### src/verilog/lrc_pkg.sv
package lrc_pkg;

	// serial frame layout: one direction bit, seven address bits, 24 data bits
	localparam int          FRAME_BITS   = 32;
	localparam int          HDR_BITS     = 8;
	localparam logic [5:0]  FRAME_LAST   = 6'h1f;
	localparam logic [5:0]  HDR_LAST     = 6'h07;
	localparam int          ADDR_W       = 7;
	localparam int          DATA_W       = 24;

	// pin index inside the synchroniser vectors
	localparam int          PIN_SCLK     = 0;
	localparam int          PIN_SEL_N    = 1;
	localparam int          PIN_SDI      = 2;

	// register addresses
	localparam logic [6:0]  LOFF_ADDR    = 7'h02;
	localparam logic [6:0]  RESP_ADDR    = 7'h03;

	// reset values and writable-bit masks (reserved bits stay zero)
	localparam logic [23:0] LOFF_RST     = 24'h000000;
	localparam logic [23:0] RESP_RST     = 24'h000000;
	localparam logic [23:0] LOFF_WMASK   = 24'he7919f;
	localparam logic [23:0] RESP_WMASK   = 24'h01ffff;

	// electrode-off detection control fields
	localparam int          LOFF_EN_BIT  = 0;
	localparam int          GSEL_BIT     = 1;
	localparam int          DCCUR_LSB    = 2;
	localparam int          ACCUR_LSB    = 7;
	localparam int          CE_EN_BIT    = 12;
	localparam int          LIMB_EN_LSB  = 15;
	localparam int          CE_PH_BIT    = 18;
	localparam int          LIMB_PH_LSB  = 21;

	// thoracic impedance control fields
	localparam int          FREQ_LSB     = 1;
	localparam int          GAIN_LSB     = 8;
	localparam int          CAP_BIT      = 12;
	localparam int          OUTSEL_BIT   = 13;
	localparam int          BYPASS_BIT   = 14;
	localparam int          SYNC_BIT     = 15;
	localparam int          ALT_BIT      = 16;

	// decode constants
	localparam logic [6:0]  DC_STEP_NA   = 7'h0a;
	localparam logic [3:0]  GAIN_MAX     = 4'ha;
	localparam logic [3:0]  GAIN_SAT     = 4'h9;
	localparam logic [9:0]  AC_TENTH_NA0 = 10'h07d;

endpackage

### src/verilog/lrc_ser_if.sv
`timescale 1ns/100ps
interface lrc_ser_if;
	logic        wr_stb;
	logic [6:0]  addr;
	logic [23:0] wdata;
	logic [23:0] rdata;

	modport ser  (output wr_stb, output addr, output wdata, input rdata);
	modport regs (input wr_stb, input addr, input wdata, output rdata);
endinterface

### src/verilog/lrc_serial.sv
`timescale 1ns/100ps
module lrc_serial
	import lrc_pkg::*;
(
	// clock, reset, enable
	input  wire logic clk,
	input  wire logic sys_rst,
	input  wire logic ce,
	// serial pins
	input  wire logic sclk,
	input  wire logic sel_n,
	input  wire logic sdi,
	output logic      sdo,
	output logic      sdo_oe_n,
	// register side
	lrc_ser_if.ser    bus
);
	typedef struct packed {
		logic [2:0]  s1;
		logic [2:0]  s2;
		logic [2:0]  s3;
		logic [2:0]  stab;
		logic [31:0] sh;
		logic [5:0]  cnt;
		logic        rd;
		logic        rd_pend;
		logic [6:0]  addr;
		logic [23:0] wdata;
		logic        wr_stb;
		logic [23:0] oreg;
		logic        out;
	} lrc_ser_s;

	lrc_ser_s st;
	lrc_ser_s next_st;
	logic     rise;
	logic     fall;

	// pin synchronisers, edge detection and frame shifting
	always_comb begin
		next_st = st;
		next_st.wr_stb = 1'b0;
		next_st.s1 = {sdi, sel_n, sclk};
		next_st.s2 = st.s1;
		next_st.s3 = st.s2;
		for (int i = 0; i < 3; i++) begin
			if (st.s2[i] == st.s3[i]) begin
				next_st.stab[i] = st.s3[i]; // level taken once stages two and three agree
			end
		end
		rise = ~st.stab[PIN_SCLK] & next_st.stab[PIN_SCLK];
		fall = st.stab[PIN_SCLK] & ~next_st.stab[PIN_SCLK];
		if (st.rd_pend) begin
			next_st.oreg = bus.rdata;
			next_st.rd_pend = 1'b0;
		end
		if (next_st.stab[PIN_SEL_N]) begin
			next_st.cnt = 6'h00;
			next_st.rd = 1'b0;
			next_st.out = 1'b0;
		end else if (rise) begin
			next_st.sh = {st.sh[30:0], next_st.stab[PIN_SDI]};
			next_st.cnt = st.cnt + 6'h01;
			if (st.cnt == HDR_LAST) begin
				next_st.addr = {st.sh[5:0], next_st.stab[PIN_SDI]};
				next_st.rd = ~st.sh[6];
				next_st.rd_pend = ~st.sh[6];
			end
			if (st.cnt == FRAME_LAST && !st.rd) begin
				next_st.wdata = {st.sh[22:0], next_st.stab[PIN_SDI]};
				next_st.wr_stb = 1'b1;
			end
		end else if (fall && st.rd) begin
			next_st.out = st.oreg[23];
			next_st.oreg = {st.oreg[22:0], 1'b0};
		end
	end

	// state register
	always_ff @(posedge clk) begin
		if (sys_rst) begin
			st <= '0;
			st.s1 <= 3'h2;
			st.s2 <= 3'h2;
			st.s3 <= 3'h2;
			st.stab <= 3'h2;
		end else if (ce) begin
			st <= next_st;
		end
	end

	assign bus.wr_stb = st.wr_stb;
	assign bus.addr   = st.addr;
	assign bus.wdata  = st.wdata;
	assign sdo        = st.out;
	assign sdo_oe_n   = ~(st.rd & ~st.stab[PIN_SEL_N]);

endmodule // lrc_serial

### src/verilog/lrc_decode.sv
`timescale 1ns/100ps
module lrc_decode
	import lrc_pkg::*;
(
	// clock, reset, enable
	input  wire logic       clk,
	input  wire logic       sys_rst,
	input  wire logic       ce,
	// raw fields
	input  wire logic [2:0] dc_code,
	input  wire logic [1:0] ac_code,
	input  wire logic [3:0] gain_code,
	// decoded values
	output logic [6:0]      dc_bias_na,
	output logic [9:0]      ac_excite_tenth_na,
	output logic [3:0]      amp_gain
);
	typedef struct packed {
		logic [6:0] dc;
		logic [9:0] ac;
		logic [3:0] gain;
	} lrc_dec_s;

	lrc_dec_s st;
	lrc_dec_s next_st;

	// current steps, doubling excitation and saturating gain
	always_comb begin
		next_st.dc = 7'(dc_code * DC_STEP_NA);
		next_st.ac = 10'(AC_TENTH_NA0 << ac_code);
		next_st.gain = (gain_code > GAIN_SAT) ? GAIN_MAX : gain_code + 4'h1;
	end

	always_ff @(posedge clk) begin
		if (sys_rst) begin
			st <= '0;
		end else if (ce) begin
			st <= next_st;
		end
	end

	assign dc_bias_na         = st.dc;
	assign ac_excite_tenth_na = st.ac;
	assign amp_gain           = st.gain;

endmodule // lrc_decode

### src/verilog/lrc_regs.sv
`timescale 1ns/100ps
module lrc_regs
	import lrc_pkg::*;
(
	// clock, reset, enable
	input  wire logic       clk,
	input  wire logic       sys_rst,
	input  wire logic       ce,
	// serial port pins
	input  wire logic       sclk,
	input  wire logic       sel_n,
	input  wire logic       sdi,
	output logic            sdo,
	output logic            sdo_oe_n,
	// analog-side status
	input  wire logic       cal_dac_en,
	input  wire logic       carrier_dac_msb,
	input  wire logic       pin_three_func_out,
	// electrode-off detection controls
	output logic            electrode_off_detect_enable,
	output logic            dc_detect_active,
	output logic [2:0]      dc_bias_current_code,
	output logic [6:0]      dc_bias_na,
	output logic [1:0]      ac_excite_current_code,
	output logic [9:0]      ac_excite_tenth_na,
	output logic [3:0]      ac_detect_en,
	output logic [3:0]      ac_phase_invert,
	// thoracic impedance controls
	output logic            carrier_alt_freq_mode,
	output logic [1:0]      carrier_freq_select,
	output logic            carrier_sync_out_enable,
	output logic            general_io_pin_three,
	output logic            sync_period_constant,
	output logic            ext_amp_bypass,
	output logic            carrier_cap_source,
	output logic            carrier_dac_right_arm_out,
	output logic [3:0]      thoracic_amp_gain
);
	typedef struct packed {
		logic [23:0] loff;
		logic [23:0] resp;
		logic        det_en;
		logic        dc_act;
		logic [2:0]  dc_code;
		logic [3:0]  ac_en;
		logic [3:0]  ph;
		logic        gpio;
		logic        sync_const;
		logic        right_arm;
	} lrc_regs_s;

	lrc_regs_s   st;
	lrc_regs_s   next_st;
	logic [3:0]  ac_en_w;
	logic        det_on;
	logic        gsel;
	logic        ac_allowed;
	logic [23:0] rd_mux;

	lrc_ser_if   ser_bus ();

	// serial slave
	lrc_serial u_lrc_serial (
		.clk      (clk),
		.sys_rst  (sys_rst),
		.ce       (ce),
		.sclk     (sclk),
		.sel_n    (sel_n),
		.sdi      (sdi),
		.sdo      (sdo),
		.sdo_oe_n (sdo_oe_n),
		.bus      (ser_bus.ser)
	);

	// register readback; unmapped addresses read zero
	always_comb begin
		case (ser_bus.addr)
			LOFF_ADDR: rd_mux = st.loff & LOFF_WMASK;
			RESP_ADDR: rd_mux = st.resp & RESP_WMASK;
			default:   rd_mux = 24'h000000;
		endcase
	end
	assign ser_bus.rdata = rd_mux;

	// detection master switch and ac gating
	assign det_on     = st.loff[LOFF_EN_BIT];
	assign gsel       = det_on & st.loff[GSEL_BIT];
	assign ac_allowed = det_on & ~cal_dac_en;

	// limb electrodes: global select OR own enable (bits 15, 16, 17)
	for (genvar i = 0; i < 3; i++) begin : g_limb
		assign ac_en_w[i] = ac_allowed & (gsel | st.loff[LIMB_EN_LSB + i]);
	end
	// common electrode ignores the global select
	assign ac_en_w[3] = ac_allowed & st.loff[CE_EN_BIT];

	// register writes and derived control outputs
	always_comb begin
		next_st = st;
		if (ser_bus.wr_stb) begin
			case (ser_bus.addr)
				LOFF_ADDR: next_st.loff = ser_bus.wdata & LOFF_WMASK;
				RESP_ADDR: next_st.resp = ser_bus.wdata & RESP_WMASK;
				default:   next_st.loff = st.loff;
			endcase
		end
		next_st.det_en = det_on;
		next_st.dc_act = det_on & ~gsel;
		// bias code only while dc detection runs
		next_st.dc_code = (det_on & ~gsel) ? st.loff[DCCUR_LSB +: 3] : 3'h0;
		next_st.ac_en = ac_en_w;
		// phase invert follows the right arm, left leg, left arm, common ordering of ac_en
		next_st.ph = {st.loff[CE_PH_BIT], st.loff[LIMB_PH_LSB + 2], st.loff[LIMB_PH_LSB + 1], st.loff[LIMB_PH_LSB]};
		// general pin three carries the carrier msb when sync is on
		next_st.gpio = st.resp[SYNC_BIT] ? carrier_dac_msb : pin_three_func_out;
		next_st.sync_const = st.resp[SYNC_BIT] & st.resp[ALT_BIT];
		next_st.right_arm = st.resp[CAP_BIT] | st.resp[OUTSEL_BIT];
	end

	// state register
	always_ff @(posedge clk) begin
		if (sys_rst) begin
			st <= '0;
			st.loff <= LOFF_RST;
			st.resp <= RESP_RST;
		end else if (ce) begin
			st <= next_st;
		end
	end

	// numeric decode of current and gain fields
	lrc_decode u_lrc_decode (
		.clk                (clk),
		.sys_rst            (sys_rst),
		.ce                 (ce),
		.dc_code            (st.dc_code),
		.ac_code            (st.loff[ACCUR_LSB +: 2]),
		.gain_code          (st.resp[GAIN_LSB +: 4]),
		.dc_bias_na         (dc_bias_na),
		.ac_excite_tenth_na (ac_excite_tenth_na),
		.amp_gain           (thoracic_amp_gain)
	);

	// output assignments
	assign electrode_off_detect_enable = st.det_en;
	assign dc_detect_active            = st.dc_act;
	assign dc_bias_current_code        = st.dc_code;
	assign ac_excite_current_code      = st.loff[ACCUR_LSB +: 2];
	assign ac_detect_en                = st.ac_en;
	assign ac_phase_invert             = st.ph;
	assign carrier_alt_freq_mode       = st.resp[ALT_BIT];
	assign carrier_freq_select         = st.resp[FREQ_LSB +: 2];
	assign carrier_sync_out_enable     = st.resp[SYNC_BIT];
	assign general_io_pin_three        = st.gpio;
	assign sync_period_constant        = st.sync_const;
	assign ext_amp_bypass              = st.resp[BYPASS_BIT];
	assign carrier_cap_source          = st.resp[CAP_BIT];
	assign carrier_dac_right_arm_out   = st.right_arm;

endmodule // lrc_regs

### config.mk
export PLATFORM = sky130hd
export DESIGN_NAME = lrc_regs
export DESIGN_NICKNAME = d
export VERILOG_FILES = /design/src/verilog/lrc_pkg.sv /design/src/verilog/lrc_ser_if.sv /design/src/verilog/lrc_serial.sv /design/src/verilog/lrc_decode.sv /design/src/verilog/lrc_regs.sv
export SDC_FILE = /design/constraint.sdc
export NUM_CORES = 1
export LEC_CHECK = 0
export ABC_CLOCK_PERIOD_IN_PS = 1670
export BUFFER_PORTS_ARGS = -buffer_cell sky130_fd_sc_hd__buf_2
export CORE_MARGIN = 2
export CORE_UTILIZATION = 52
export DETAILED_ROUTE_END_ITERATION = 10
export PLACE_DENSITY = 0.74
export SLEW_MARGIN = 20
export SYNTH_ARGS = -nofsm -noshare
export SYNTH_HDL_FRONTEND = slang
export SYNTH_SLANG_ARGS = --single-unit
export TNS_END_PERCENT = 100
### constraint.sdc
create_clock -name clk -period 1.67 [get_ports clk]
set_input_delay 0.501 -clock clk [delete_from_list [all_inputs] [get_ports clk]]
set_output_delay 0.501 -clock clk [all_outputs]
set_load 0.02 [all_outputs]
Yosys cells after proc, flatten, opt, wreduce, memory -nomap -nowiden
Cells that the tools add are included.
{"block": "op_classes", "n_addsub": 2, "multipliers": 1, "magnitude_cmp": 1, "n_eq_ne": 8, "shift": 1, "mux": 16, "bitwise": 23, "reduce_logical": 14}
{"cell": "$mux 25", "count": 3}
{"cell": "$mux 57", "count": 1}
{"cell": "$pmux 24 s2", "count": 1}
{"cell": "$mux 40", "count": 1}
{"cell": "$mux 24", "count": 1}
{"cell": "$reduce_and 3->1", "count": 5}
{"cell": "$eq 7x2->1 const B", "count": 2}
{"cell": "$and 1x1->1", "count": 11}
{"cell": "$shl 7x2->10 const A", "count": 1}
{"cell": "$mux 9", "count": 1}
{"cell": "$not 1->1", "count": 8}
{"cell": "$reduce_and 4->1", "count": 2}
{"cell": "$mux 7", "count": 1}
{"cell": "$add 6x1->6 const B", "count": 1}
{"cell": "$eq 6x3->1 const B", "count": 1}
{"cell": "$eq 6x5->1 const B", "count": 1}
{"cell": "$mul 3x3->6 const B", "count": 1}
{"cell": "$reduce_bool 2->1", "count": 3}
{"cell": "$mux 1", "count": 5}
{"cell": "$add 4x1->4 const B", "count": 1}
{"cell": "$gt 4x4->1 const B", "count": 1}
{"cell": "$mux 4", "count": 1}
{"cell": "$or 1x1->1", "count": 4}
{"cell": "$eq 1x1->1", "count": 3}
{"cell": "other kinds (5)", "count": 6}
{"block": "word_totals", "ff_bits": 168, "out_inout_bits": 47, "elab_cells": 92}

Logic depth before layout (Yosys ltp)
Gate-level depths: netlist of the first run.
{"block": "depth", "ltp_word": 8, "ltp_mapped": 7, "ltp_nobuf": 6}

Cells and area by module
A second synthesis of the first run with hierarchy kept.
{"block": "unflattened", "hier_cells": 834, "hier_area_um2": 7453.4}
{"module": "lrc_serial", "n_inst": 1, "cells_each": 505, "area_each_um2": 4265.3, "seq_area_each_um2": 2001.9}
{"module": "lrc_regs", "n_inst": 1, "cells_each": 251, "area_each_um2": 2378.5, "seq_area_each_um2": 960.9}
{"module": "lrc_decode", "n_inst": 1, "cells_each": 78, "area_each_um2": 809.5, "seq_area_each_um2": 380.4}

Worst setup path before layout of the first run
OpenSTA, ideal clock, no wires.
{"block": "synth_path", "path_kind": "register to register", "from": "register u_lrc_serial.st[98] in the netlist's numbering", "to": "register u_lrc_serial.st (netlist bit u_lrc_serial.bus.addr[0])", "setup_ns": 0.128, "arrival_ns": 1.601, "required_ns": 1.542, "path_slack_ns": -0.059, "stages_incl_launch_ff": 6, "path_buffers": 1, "cell_sequence": "dfxtp_1 -> maj3_2 -> buf_2 -> nor4_4 -> mux2i_1 -> nor2_1"}
{"block": "synth_between", "elab_chain_len": 3}
{"item": "start: declaration", "line": "lrc_serial.sv:34", "text": "lrc_ser_s st;"}
{"item": "start signal: assignment", "line": "lrc_serial.sv:88", "text": "st <= next_st;"}
{"item": "$mux 1", "line": "lrc_serial.sv:47", "text": "if (st.s2[i] == st.s3[i]) begin"}
{"item": "$not 1->1 (no source line)"}
{"item": "$reduce_and 4->1 (no source line)"}
Every way passes these cells.
A chain may end at the register's enable or synchronous reset.

Worst setup path in the final report of the first run
{"block": "layout_path", "from": "register u_lrc_serial.st[101] in the netlist's numbering", "to": "register u_lrc_serial.st (netlist bit u_lrc_serial.bus.addr[2])"}
{"block": "layout_between", "elab_chain_len": 4}
{"item": "$eq 1x1->1", "line": "lrc_serial.sv:47"}
{"item": "$mux 1 *", "line": "lrc_serial.sv:47"}
{"item": "$not 1->1 (no source line) *"}
{"item": "$reduce_and 4->1 (no source line) *"}
Every way passes the cells marked *; elsewhere a longest branch is shown, timed or not.

==> results_dict.tcl, run 1 <==
set metrics [dict create \
    cts_made_buffers 17 \
    num_vias 5901 \
    row_count 41 \
    die_h_um 118 \
    final.setup.tns_ns -0.872 \
    fin_crit_sh_pct 106 \
    cp_slowest_cell "maj3_2" \
    dp_hpwl_mm 11.2 \
    tritoncts "built" \
    cp.arrival_ns 2.08 \
    slew-limit-headroom_pct 60.9 \
    post-route-min-period_ns 1.77 \
    drc_errors 0 \
    clk_pin_slew_ns 0.07 \
    wl_mm 17.7 \
    ys_warn_count 0 \
    clock_sinks 165 \
    fillers 978 \
    pre_cts_ws_ns -0.188 \
    synth_flop_cell "dfxtp_1" \
    hold_viol_final 0 \
    holdCritPathClass "input pin to register" \
    finalWorstSetupSlack_ns -0.103 \
    violations "negative setup slack" \
    max_freq_mhz 564 \
    synth-async-reset-ratio_pct 0 \
    place_congestion 0.905 \
    slowest_delay_ns 0.34 \
    endpoint_kind "register" \
    cts_root_buf "clkbuf_16" \
    timing.hold.ws_ns 0.292 \
    drt_iter0_markers 660 \
    ctsHtreeMaxLevel 4 \
    crit_required_ns 1.97 \
    ant_nets 0 \
    wl_per_cell_um 17.4 \
    start_util_pct 53.4 \
    final_cell_mix "dfxtp_1, nand2_1, a21oi_1" \
    power.density_mw_per_mm2 991 \
    synth_fp_nets 789 \
    ys_ff_latch 165 \
    status "finished, violations left" \
    clock_path_buffers 2 \
    synth_area_mm2 0.00674 \
    r2r_slack_ns -0.10 \
    finalClockSkew_ns 0.00893 \
    syn_to_final_growth_pct 22.6 \
    yosysSeqAreaShare_pct 49.0 \
    crit_fanout 15 \
    antenna_found_initial 0 \
    core_mm2 0.0126 \
    dr.pass1.iters 5 \
    worst_pin_slew_ns 0.585 \
    syn_area_per_cell_um2 8.72 \
    power_mw 8.19 \
    synth_top_area_cell "dfxtp_1" \
    synth_top_area_share_pct 49.0 \
    drive_gt1_share_pct 23.6 \
    maxSlewViolCount 0 \
    io_pins 56 \
    synth_area_leaders "dfxtp_1, a21oi_1, mux2i_1, nand2_1, nor2_1" \
    dieArea_mm2 0.0139 \
    overflow 0 \
    synth_enable_flop_cells 0 \
    final_common_cell "dfxtp_1" \
    path_cells "maj3_2, buf_6, nor4_4, buf_12, mux2i_1, nor2_1" \
    grt_usage_pct 24.5 \
    grt_max_degree 43 \
    start_kind "register" \
    place_inst 979 \
    clkLatencyLatePin_ns 0.42 \
    grt_pass1_vias 5596 \
    ys_types 56 \
    layout.nets 849 \
    p_leak_nw 3.25 \
    critical_path_class "register to register" \
    die_w_um 118 \
    layout.cells.non_filler 1018 \
    cts_hold_buf 0 \
    insertedDiodeCount 0 \
    port_buffers 54 \
    setup_viol 21 \
    ir_drop_uv 629 \
    maxCapViolations 0 \
    rsz0062_at_grt "true" \
    grt_pass1_wl_mm 27.7 \
    routed_via_density 5.80 \
    netlist_instances 773 \
]
[per-layer routing]
| metal | global-route usage (%) | vias to the layer above | wire [µm] |
|---|---|---|---|
| met5 | 0 | - | 0 |
| met3 | 4.94 | 31 | 973 |
| met1 | 32.0 | 2838 | 7720 |
| met2 | 40.6 | 231 | 8670 |
| met4 | 8.43 | 0 | 343 |
| li1 | - | 2801 | - |
[sequential cells by signal (all words and copies together) (netlist names), 2 cells and up]
name	cells
u_lrc_serial.bus.wdata	22
u_lrc_serial.next_st	6
st	19
u_lrc_serial.st	61
ac_detect_en	4
carrier_freq_select	2
ac_excite_current_code	2
u_lrc_serial.bus.addr	7
u_lrc_decode.dc_bias_na	6
u_lrc_decode.ac_excite_tenth_na	9
next_st	4
u_lrc_decode.amp_gain	4
ac_phase_invert	4
dc_bias_current_code	3
[power breakdown]
part,switching (mW),total (mW),internal (mW)
logic,0.186,0.288,0.102
clock network,1.68,3.92,2.24
registers,0.0193,3.98,3.96
[worst max-delay path: cells and delay by family, from the launching register on]
family	cells	cell delay, ns
buffers and inverters	2	0.36
DFF	1	0.33
adders and majority gates	1	0.34
and+or+nand+nor	2	0.40
muxes	1	0.23
[synth_stat cells (2+ instances only)]
cell,number
dfxtp_1,165
nand2_1,101
a21oi_1,95
nor2_1,86
clkbuf_1,44
mux2i_1,43
o21ai_0,35
nand3_1,29
buf_4,18
inv_1,15
nor2b_1,13
a2111oi_0,12
a31oi_1,12
a2111oi_1,9
buf_2,9
mux2_2,8
ha_1,7
nor3_1,6
a211oi_1,5
a22oi_1,5
and2_1,4
a211o_1,3
nand2b_1,3
nand4b_1,3
nor4_1,3
o21bai_1,3
or3_1,3
a21o_1,2
a311oi_1,2
and3_1,2
buf_1,2
nand4_1,2
[area by class of cell]
cell class	instances	area (µm²)	area share (%)
flip-flops and latches	165	3320	40.1
multi-input cells	521	3190	38.6
repair buffers	112	882	10.7
clock buffers	17	425	5.15
well taps	172	215	2.60
clock inverters	15	170	2.06
inverters	16	60.1	0.727
[cell families (layout without fill, tap and decap cells)]
group | count (synthesis) | after routing | share of synthesized area, %
buffers and inverters | 90 | 160 | 6.29
and+or+nand+nor | 269 | 272 | 18.7
xor gates and xnor gates | 1 | 1 | 0.130
muxes | 51 | 51 | 7.72
AOI/OAI and AO/OA | 187 | 187 | 16.5
other | 1 | 1 | 0.0556
adders and majority gates | 9 | 9 | 1.61
DFF | 165 | 165 | 49.0
[what timing repair did]
action / in CTS / in global routing
hold endpoints to repair: 0 / 0
pin swaps: 12 / 13
gates cloned: 0 / 4
endpoints found under the setup margin: 37 / 69
buffers inserted: 0 / 3
gates resized for setup: 26 / 39
[path summary, 6_finish.rpt]
kind | from | end | cells past startpoint
setup / recovery | u_lrc_serial.st[101] | u_lrc_serial.bus.addr[2] | 6
hold / removal | sel_n | u_lrc_serial.next_st[104] | 2
setup reg to reg | u_lrc_serial.st[101] | u_lrc_serial.bus.addr[2] | 6
hold reg to reg | u_lrc_serial.st[1] | u_lrc_serial.st[1] | 2
[stage by stage]
step                instance area, µm²  utilization [%]
floorplan                         6760                -
global route                      8260             65.5
finish                            8260             65.5
global placement                  7420             58.8
CTS                               8100             64.2
detailed placement                7420             58.8
Power figures use the tool's default switching activity.
==> run 2: changes to the inputs <==
--- a/config.mk
+++ b/config.mk
@@ -10,6 +10,7 @@
 export CORE_MARGIN = 2
 export CORE_UTILIZATION = 52
 export DETAILED_ROUTE_END_ITERATION = 10
+export MAX_ROUTING_LAYER = met4
 export PLACE_DENSITY = 0.74
 export SLEW_MARGIN = 20
 export SYNTH_ARGS = -nofsm -noshare
==> run 2 against run 1 <==
Net effect:
- the flow still finishes with violations (negative setup slack)
- critical path depth shrank 1
- non-clock buffer count grew 4
- clock-buffer cell count grew 4
- clock skew grew 0.00093 ns
- global-route usage grew 0.62 points
- worst hold slack gained 0.0028 ns
- clock power grew 13%
- register-to-register slack gained 0.04 ns
- fmax grew 2.2%
- final area grew 2.6%
- routed wire length grew 1.3%
- largest cell class unchanged
- highest routed layer unchanged
==> results_dict.tcl, run 2 (synthesis results as in run 1) <==
set metrics [dict create \
    status "finished, violations left" \
    violations "negative setup slack" \
    slew-limit-headroom_pct 58.0 \
    largest_reg_flops 61 \
    core_mm2 0.0126 \
    slowest_delay_ns 0.35 \
    fin_crit_sh_pct 104 \
    drive_gt1_share_pct 24.9 \
    layout.nets 852 \
    grt_pass1_wl_mm 27.5 \
    endpoint_kind "register" \
    post-route-min-period_ns 1.73 \
    ant_nets 0 \
    insertedDiodeCount 0 \
    power.density_mw_per_mm2 1030 \
    num_vias 5984 \
    hold_viol_final 0 \
    start_kind "register" \
    crit_family "compound AO/OA/AOI/OAI gates" \
    final_cell_mix "dfxtp_1, nand2_1, a21oi_1" \
    dp_hpwl_mm 11.0 \
    clkLatencyLatePin_ns 0.42 \
    wl_per_cell_um 17.6 \
    path_cells "maj3_2, o31a_1, buf_12, nor2b_1, a2111oi_2" \
    cts_made_buffers 17 \
    finalClockSkew_ns 0.00986 \
    crit_fanout 22 \
    die_h_um 118 \
    maxSlewViolCount 0 \
    regMostFlops "u_lrc_serial.st" \
    cp.arrival_ns 2.05 \
    io_pins 56 \
    tritoncts "built" \
    drc_errors 0 \
    ctsHtreeMaxLevel 4 \
    clock_sinks 165 \
    syn_to_final_growth_pct 25.7 \
    drt_iter0_markers 508 \
    setup_viol 23 \
    holdCritPathClass "input pin to register" \
    grt_usage_pct 25.1 \
    p_leak_nw 3.35 \
    port_buffers 54 \
    cp_slowest_cell "maj3_2" \
    die_w_um 118 \
    maxCapViolations 0 \
    place_congestion 0.930 \
    clock_path_buffers 2 \
    finalWorstSetupSlack_ns -0.0640 \
    grt_max_degree 44 \
    final.setup.tns_ns -0.485 \
    final_common_cell "dfxtp_1" \
    fin_area_mm2 0.00848 \
    dr.pass1.iters 7 \
    crit_required_ns 1.98 \
    grt_pass1_vias 5460 \
    cts_root_buf "clkbuf_16" \
    critical_path_class "register to register" \
    ir_drop_uv 682 \
    wl_mm 17.9 \
    dpl_cell_area_mm2 0.00744 \
    path_buf_inv 1 \
    row_count 41 \
    cts_hold_buf 0 \
    routed_via_density 5.86 \
    clk_pin_slew_ns 0.06 \
    rsz0062_at_grt "true" \
    overflow 0 \
    worst_pin_slew_ns 0.631 \
    pre_cts_ws_ns -0.178 \
    max_freq_mhz 577 \
    dieArea_mm2 0.0139 \
    start_util_pct 53.4 \
    timing.hold.ws_ns 0.295 \
    antenna_found_initial 0 \
]
[run 2: cell types whose count changed in the layout (fill, tap and decap cells not counted), moves of 3 or more]
| cell | delta |
|---|---|
| a21oi_2 | +3 |
| buf_4 | -7 |
| clkbuf_1 | +3 |
| bufinv_16 | +4 |
| buf_6 | +10 |
| nor2b_1 | -3 |
| a21oi_1 | -3 |
| inv_6 | -3 |
| clkinv_4 | -4 |
| nor2b_4 | +3 |
[run 2: area by class of cell]
class | count | area [µm²]
well taps | 172 | 215
fillers | 934 | 4140
flip-flops and latches | 165 | 3320
repair buffers | 116 | 967
clock inverters | 11 | 221
clock buffers | 21 | 450
multi-input cells | 520 | 3240
inverters | 16 | 60.1
[run 2: final timing paths]
path,slack [ns],endpoint,from,cells past startpoint
setup / recovery,-0.06,u_lrc_serial.st[15],u_lrc_serial.st[101],5
hold / removal,0.30,u_lrc_serial.next_st[104],sel_n,2
setup reg to reg,-0.06,u_lrc_serial.st[15],u_lrc_serial.st[101],5
hold reg to reg,0.45,st[19],st[19],2
[run 2: where the power goes]
group | internal [mW] | switching [mW]
Clock | 2.86 | 1.57
Combinational | 0.108 | 0.187
Sequential | 3.96 | 0.0201
[run 2: layer usage]
layer,track usage (%),vias to the layer above,wire [µm]
met4,9.71,0,452
met3,4.75,52,1100
met2,40.5,258,8900
met1,31.4,2866,7470
met5,-,-,0
li1,-,2808,-
[run 2: timing repair]
action	in CTS	in global routing
endpoints found under the setup margin	63	85
gates resized for setup	32	54
gates cloned	1	3
buffers inserted	1	6
pin swaps	12	9
[run 2: through the flow]
stage	util [%]	total power, mW	instances
after floorplan	-	4.24	773
after global placement	59.0	4.34	978
after detailed placement	59.0	4.35	978
after CTS	65.3	8.72	1012
after global routing	67.2	8.97	1021
final	67.2	8.71	1021
==> run 3: changes to the inputs <==
--- a/config.mk
+++ b/config.mk
@@ -11,9 +11,11 @@
 export CORE_UTILIZATION = 52
 export DETAILED_ROUTE_END_ITERATION = 10
 export MAX_ROUTING_LAYER = met4
-export PLACE_DENSITY = 0.74
+export PLACE_DENSITY = 0.77
+export SETUP_SLACK_MARGIN = 0.2
 export SLEW_MARGIN = 20
 export SYNTH_ARGS = -nofsm -noshare
 export SYNTH_HDL_FRONTEND = slang
+export SYNTH_HIERARCHICAL = 1
 export SYNTH_SLANG_ARGS = --single-unit
 export TNS_END_PERCENT = 100
==> run 3 against run 2 <==
Net effect:
- the flow still finishes with violations (negative setup slack)
- via count decreased by 4.0%
- sequential power about the same
- total power decreased by 7.8%
- worst setup slack got worse by 0.021 ns
- non-clock buffer count increased by 7
- routed wire length decreased by 8.1%
- synthesized cell count increased by 6.6%
- combinational power increased by 2%
- final area increased by 3.3%
- critical path depth increased by 1
- clock-buffer cell count increased by 1
- largest cell class is now multi-input gates
==> results_dict.tcl, run 3 <==
set metrics [dict create \
    start_util_pct 53.0 \
    path_buf_inv 2 \
    syn_to_final_growth_pct 19.0 \
    drc_errors 0 \
    grt_usage_pct 22.5 \
    core_mm2 0.0139 \
    start_kind "register" \
    num_vias 5743 \
    regMostFlops "u_lrc_serial/st" \
    grt_max_degree 61 \
    met3RoutedLength_um 577 \
    clkLatencyLatePin_ns 0.43 \
    post-route-min-period_ns 1.75 \
    netlist_instances 824 \
    p_leak_nw 3.37 \
    r2r_slack_ns -0.08 \
    clk_pin_slew_ns 0.06 \
    power.density_mw_per_mm2 918 \
    holdCritPathClass "input pin to register" \
    crit_family "simple AND/OR/NAND/NOR gates" \
    synth_area_mm2 0.00736 \
    wl_per_cell_um 15.6 \
    wl_mm 16.5 \
    cp_slowest_cell "maj3_2" \
    finalCoreUtilization_pct 63.1 \
    top_layer "met4" \
    maxSlewViolCount 0 \
    layout.cells.non_filler 1058 \
    layout.nets 881 \
    dieArea_mm2 0.0151 \
    violations "negative setup slack" \
    drive_gt1_share_pct 23.5 \
    antenna_found_initial 0 \
    critical_path_class "register to register" \
    syn_area_per_cell_um2 8.94 \
    dp_hpwl_mm 10.3 \
    multi_input_area_mm2 0.00359 \
    final.setup.tns_ns -3.01 \
    maxCapViolations 0 \
    drt_iter0_markers 587 \
    routed_via_density 5.43 \
    hold_viol_final 0 \
    fillers 1070 \
    setup_viol 75 \
    final_cell_mix "dfxtp_1, nand2_1, mux2i_1" \
    path_cells "maj3_2, buf_6, or2_4, nor3_4, buf_12, mux2i_1" \
    cts_hold_buf 0 \
    wl_met1_mm 7.60 \
    final_common_cell "dfxtp_1" \
    dr.pass1.iters 6 \
    port_buffers 54 \
    place_congestion 0.812 \
    crit_fanout 23 \
    clock_sinks 165 \
    ys_warn_count 6 \
    fin_area_mm2 0.00876 \
    insertedDiodeCount 0 \
    max_freq_mhz 570 \
    cts_root_buf "clkbuf_16" \
    tritoncts "built" \
    cp.arrival_ns 2.11 \
    route.met2.wl_mm 7.95 \
    clock_path_buffers 2 \
    ant_nets 0 \
    io_pins 56 \
    finalClockSkew_ns 0.00816 \
    ctsHtreeMaxLevel 4 \
    pre_cts_ws_ns -0.153 \
    place_inst 1013 \
    ff_latch_area_mm2 0.00334 \
    fin_crit_sh_pct 105 \
    crit_required_ns 2.02 \
    die_w_um 123 \
    endpoint_kind "register" \
    rsz0062_at_grt "true" \
    slowest_delay_ns 0.34 \
    row_count 43 \
    overflow 0 \
    dpl_cell_area_mm2 0.00778 \
    grt_pass1_wl_mm 25.9 \
    ir_drop_uv 808 \
    largest_reg_flops 61 \
    finalWorstSetupSlack_ns -0.0846 \
    timing.hold.ws_ns 0.295 \
    grt_pass1_vias 5263 \
    die_h_um 123 \
    power_mw 8.04 \
    cts_made_buffers 17 \
    status "finished, violations left" \
]
[run 3: final timing paths]
| kind | cells past startpoint | end | startpoint |
|---|---|---|---|
| min | 3 | u_lrc_serial/next_st[104] | sel_n |
| min reg2reg | 2 | u_lrc_serial/st[84] | u_lrc_serial/st[83] |
| max | 6 | u_lrc_serial/bus.wdata[8] | u_lrc_serial/next_st[101] |
| max reg2reg | 6 | u_lrc_serial/bus.wdata[8] | u_lrc_serial/next_st[101] |
[run 3: worst reg2reg max path: stages, from the launching register on]
cell and delay [ns]:
dfxtp_2 0.32, maj3_2 0.34, buf_6 0.14, or2_4 0.26
nor3_4 0.17, buf_12 0.23, mux2i_1 0.22
[run 3: cell type report]
class | instances | area share [%]
Sequential cell | 165 | 38.1
Multi-Input combinational cell | 552 | 41.0
Tap cell | 180 | 2.57
Clock buffer | 22 | 5.41
Clock inverter | 10 | 1.13
Timing Repair Buffer | 123 | 11.5
Inverter | 6 | 0.257
[run 3: where the power goes]
part           internal, mW  switching [mW]  leakage, nW
combinational         0.115           0.188         1.77
clock                  2.17            1.59        0.265
sequential             3.95          0.0143         1.34
[run 3: timing repair]
item | in CTS | in global routing
setup buffers | 9 | 2
pin swaps | 5 | 4
gates cloned | 0 | 2
endpoints found under the setup margin | 122 | 124
gates resized for setup | 51 | 35
[run 3: metal layers]
layer  vias up  track usage [%]
li1       2850                -
met1      2731             28.1
met2       132             35.4
met3        30             4.57
met4         0             9.59
met5         -                -
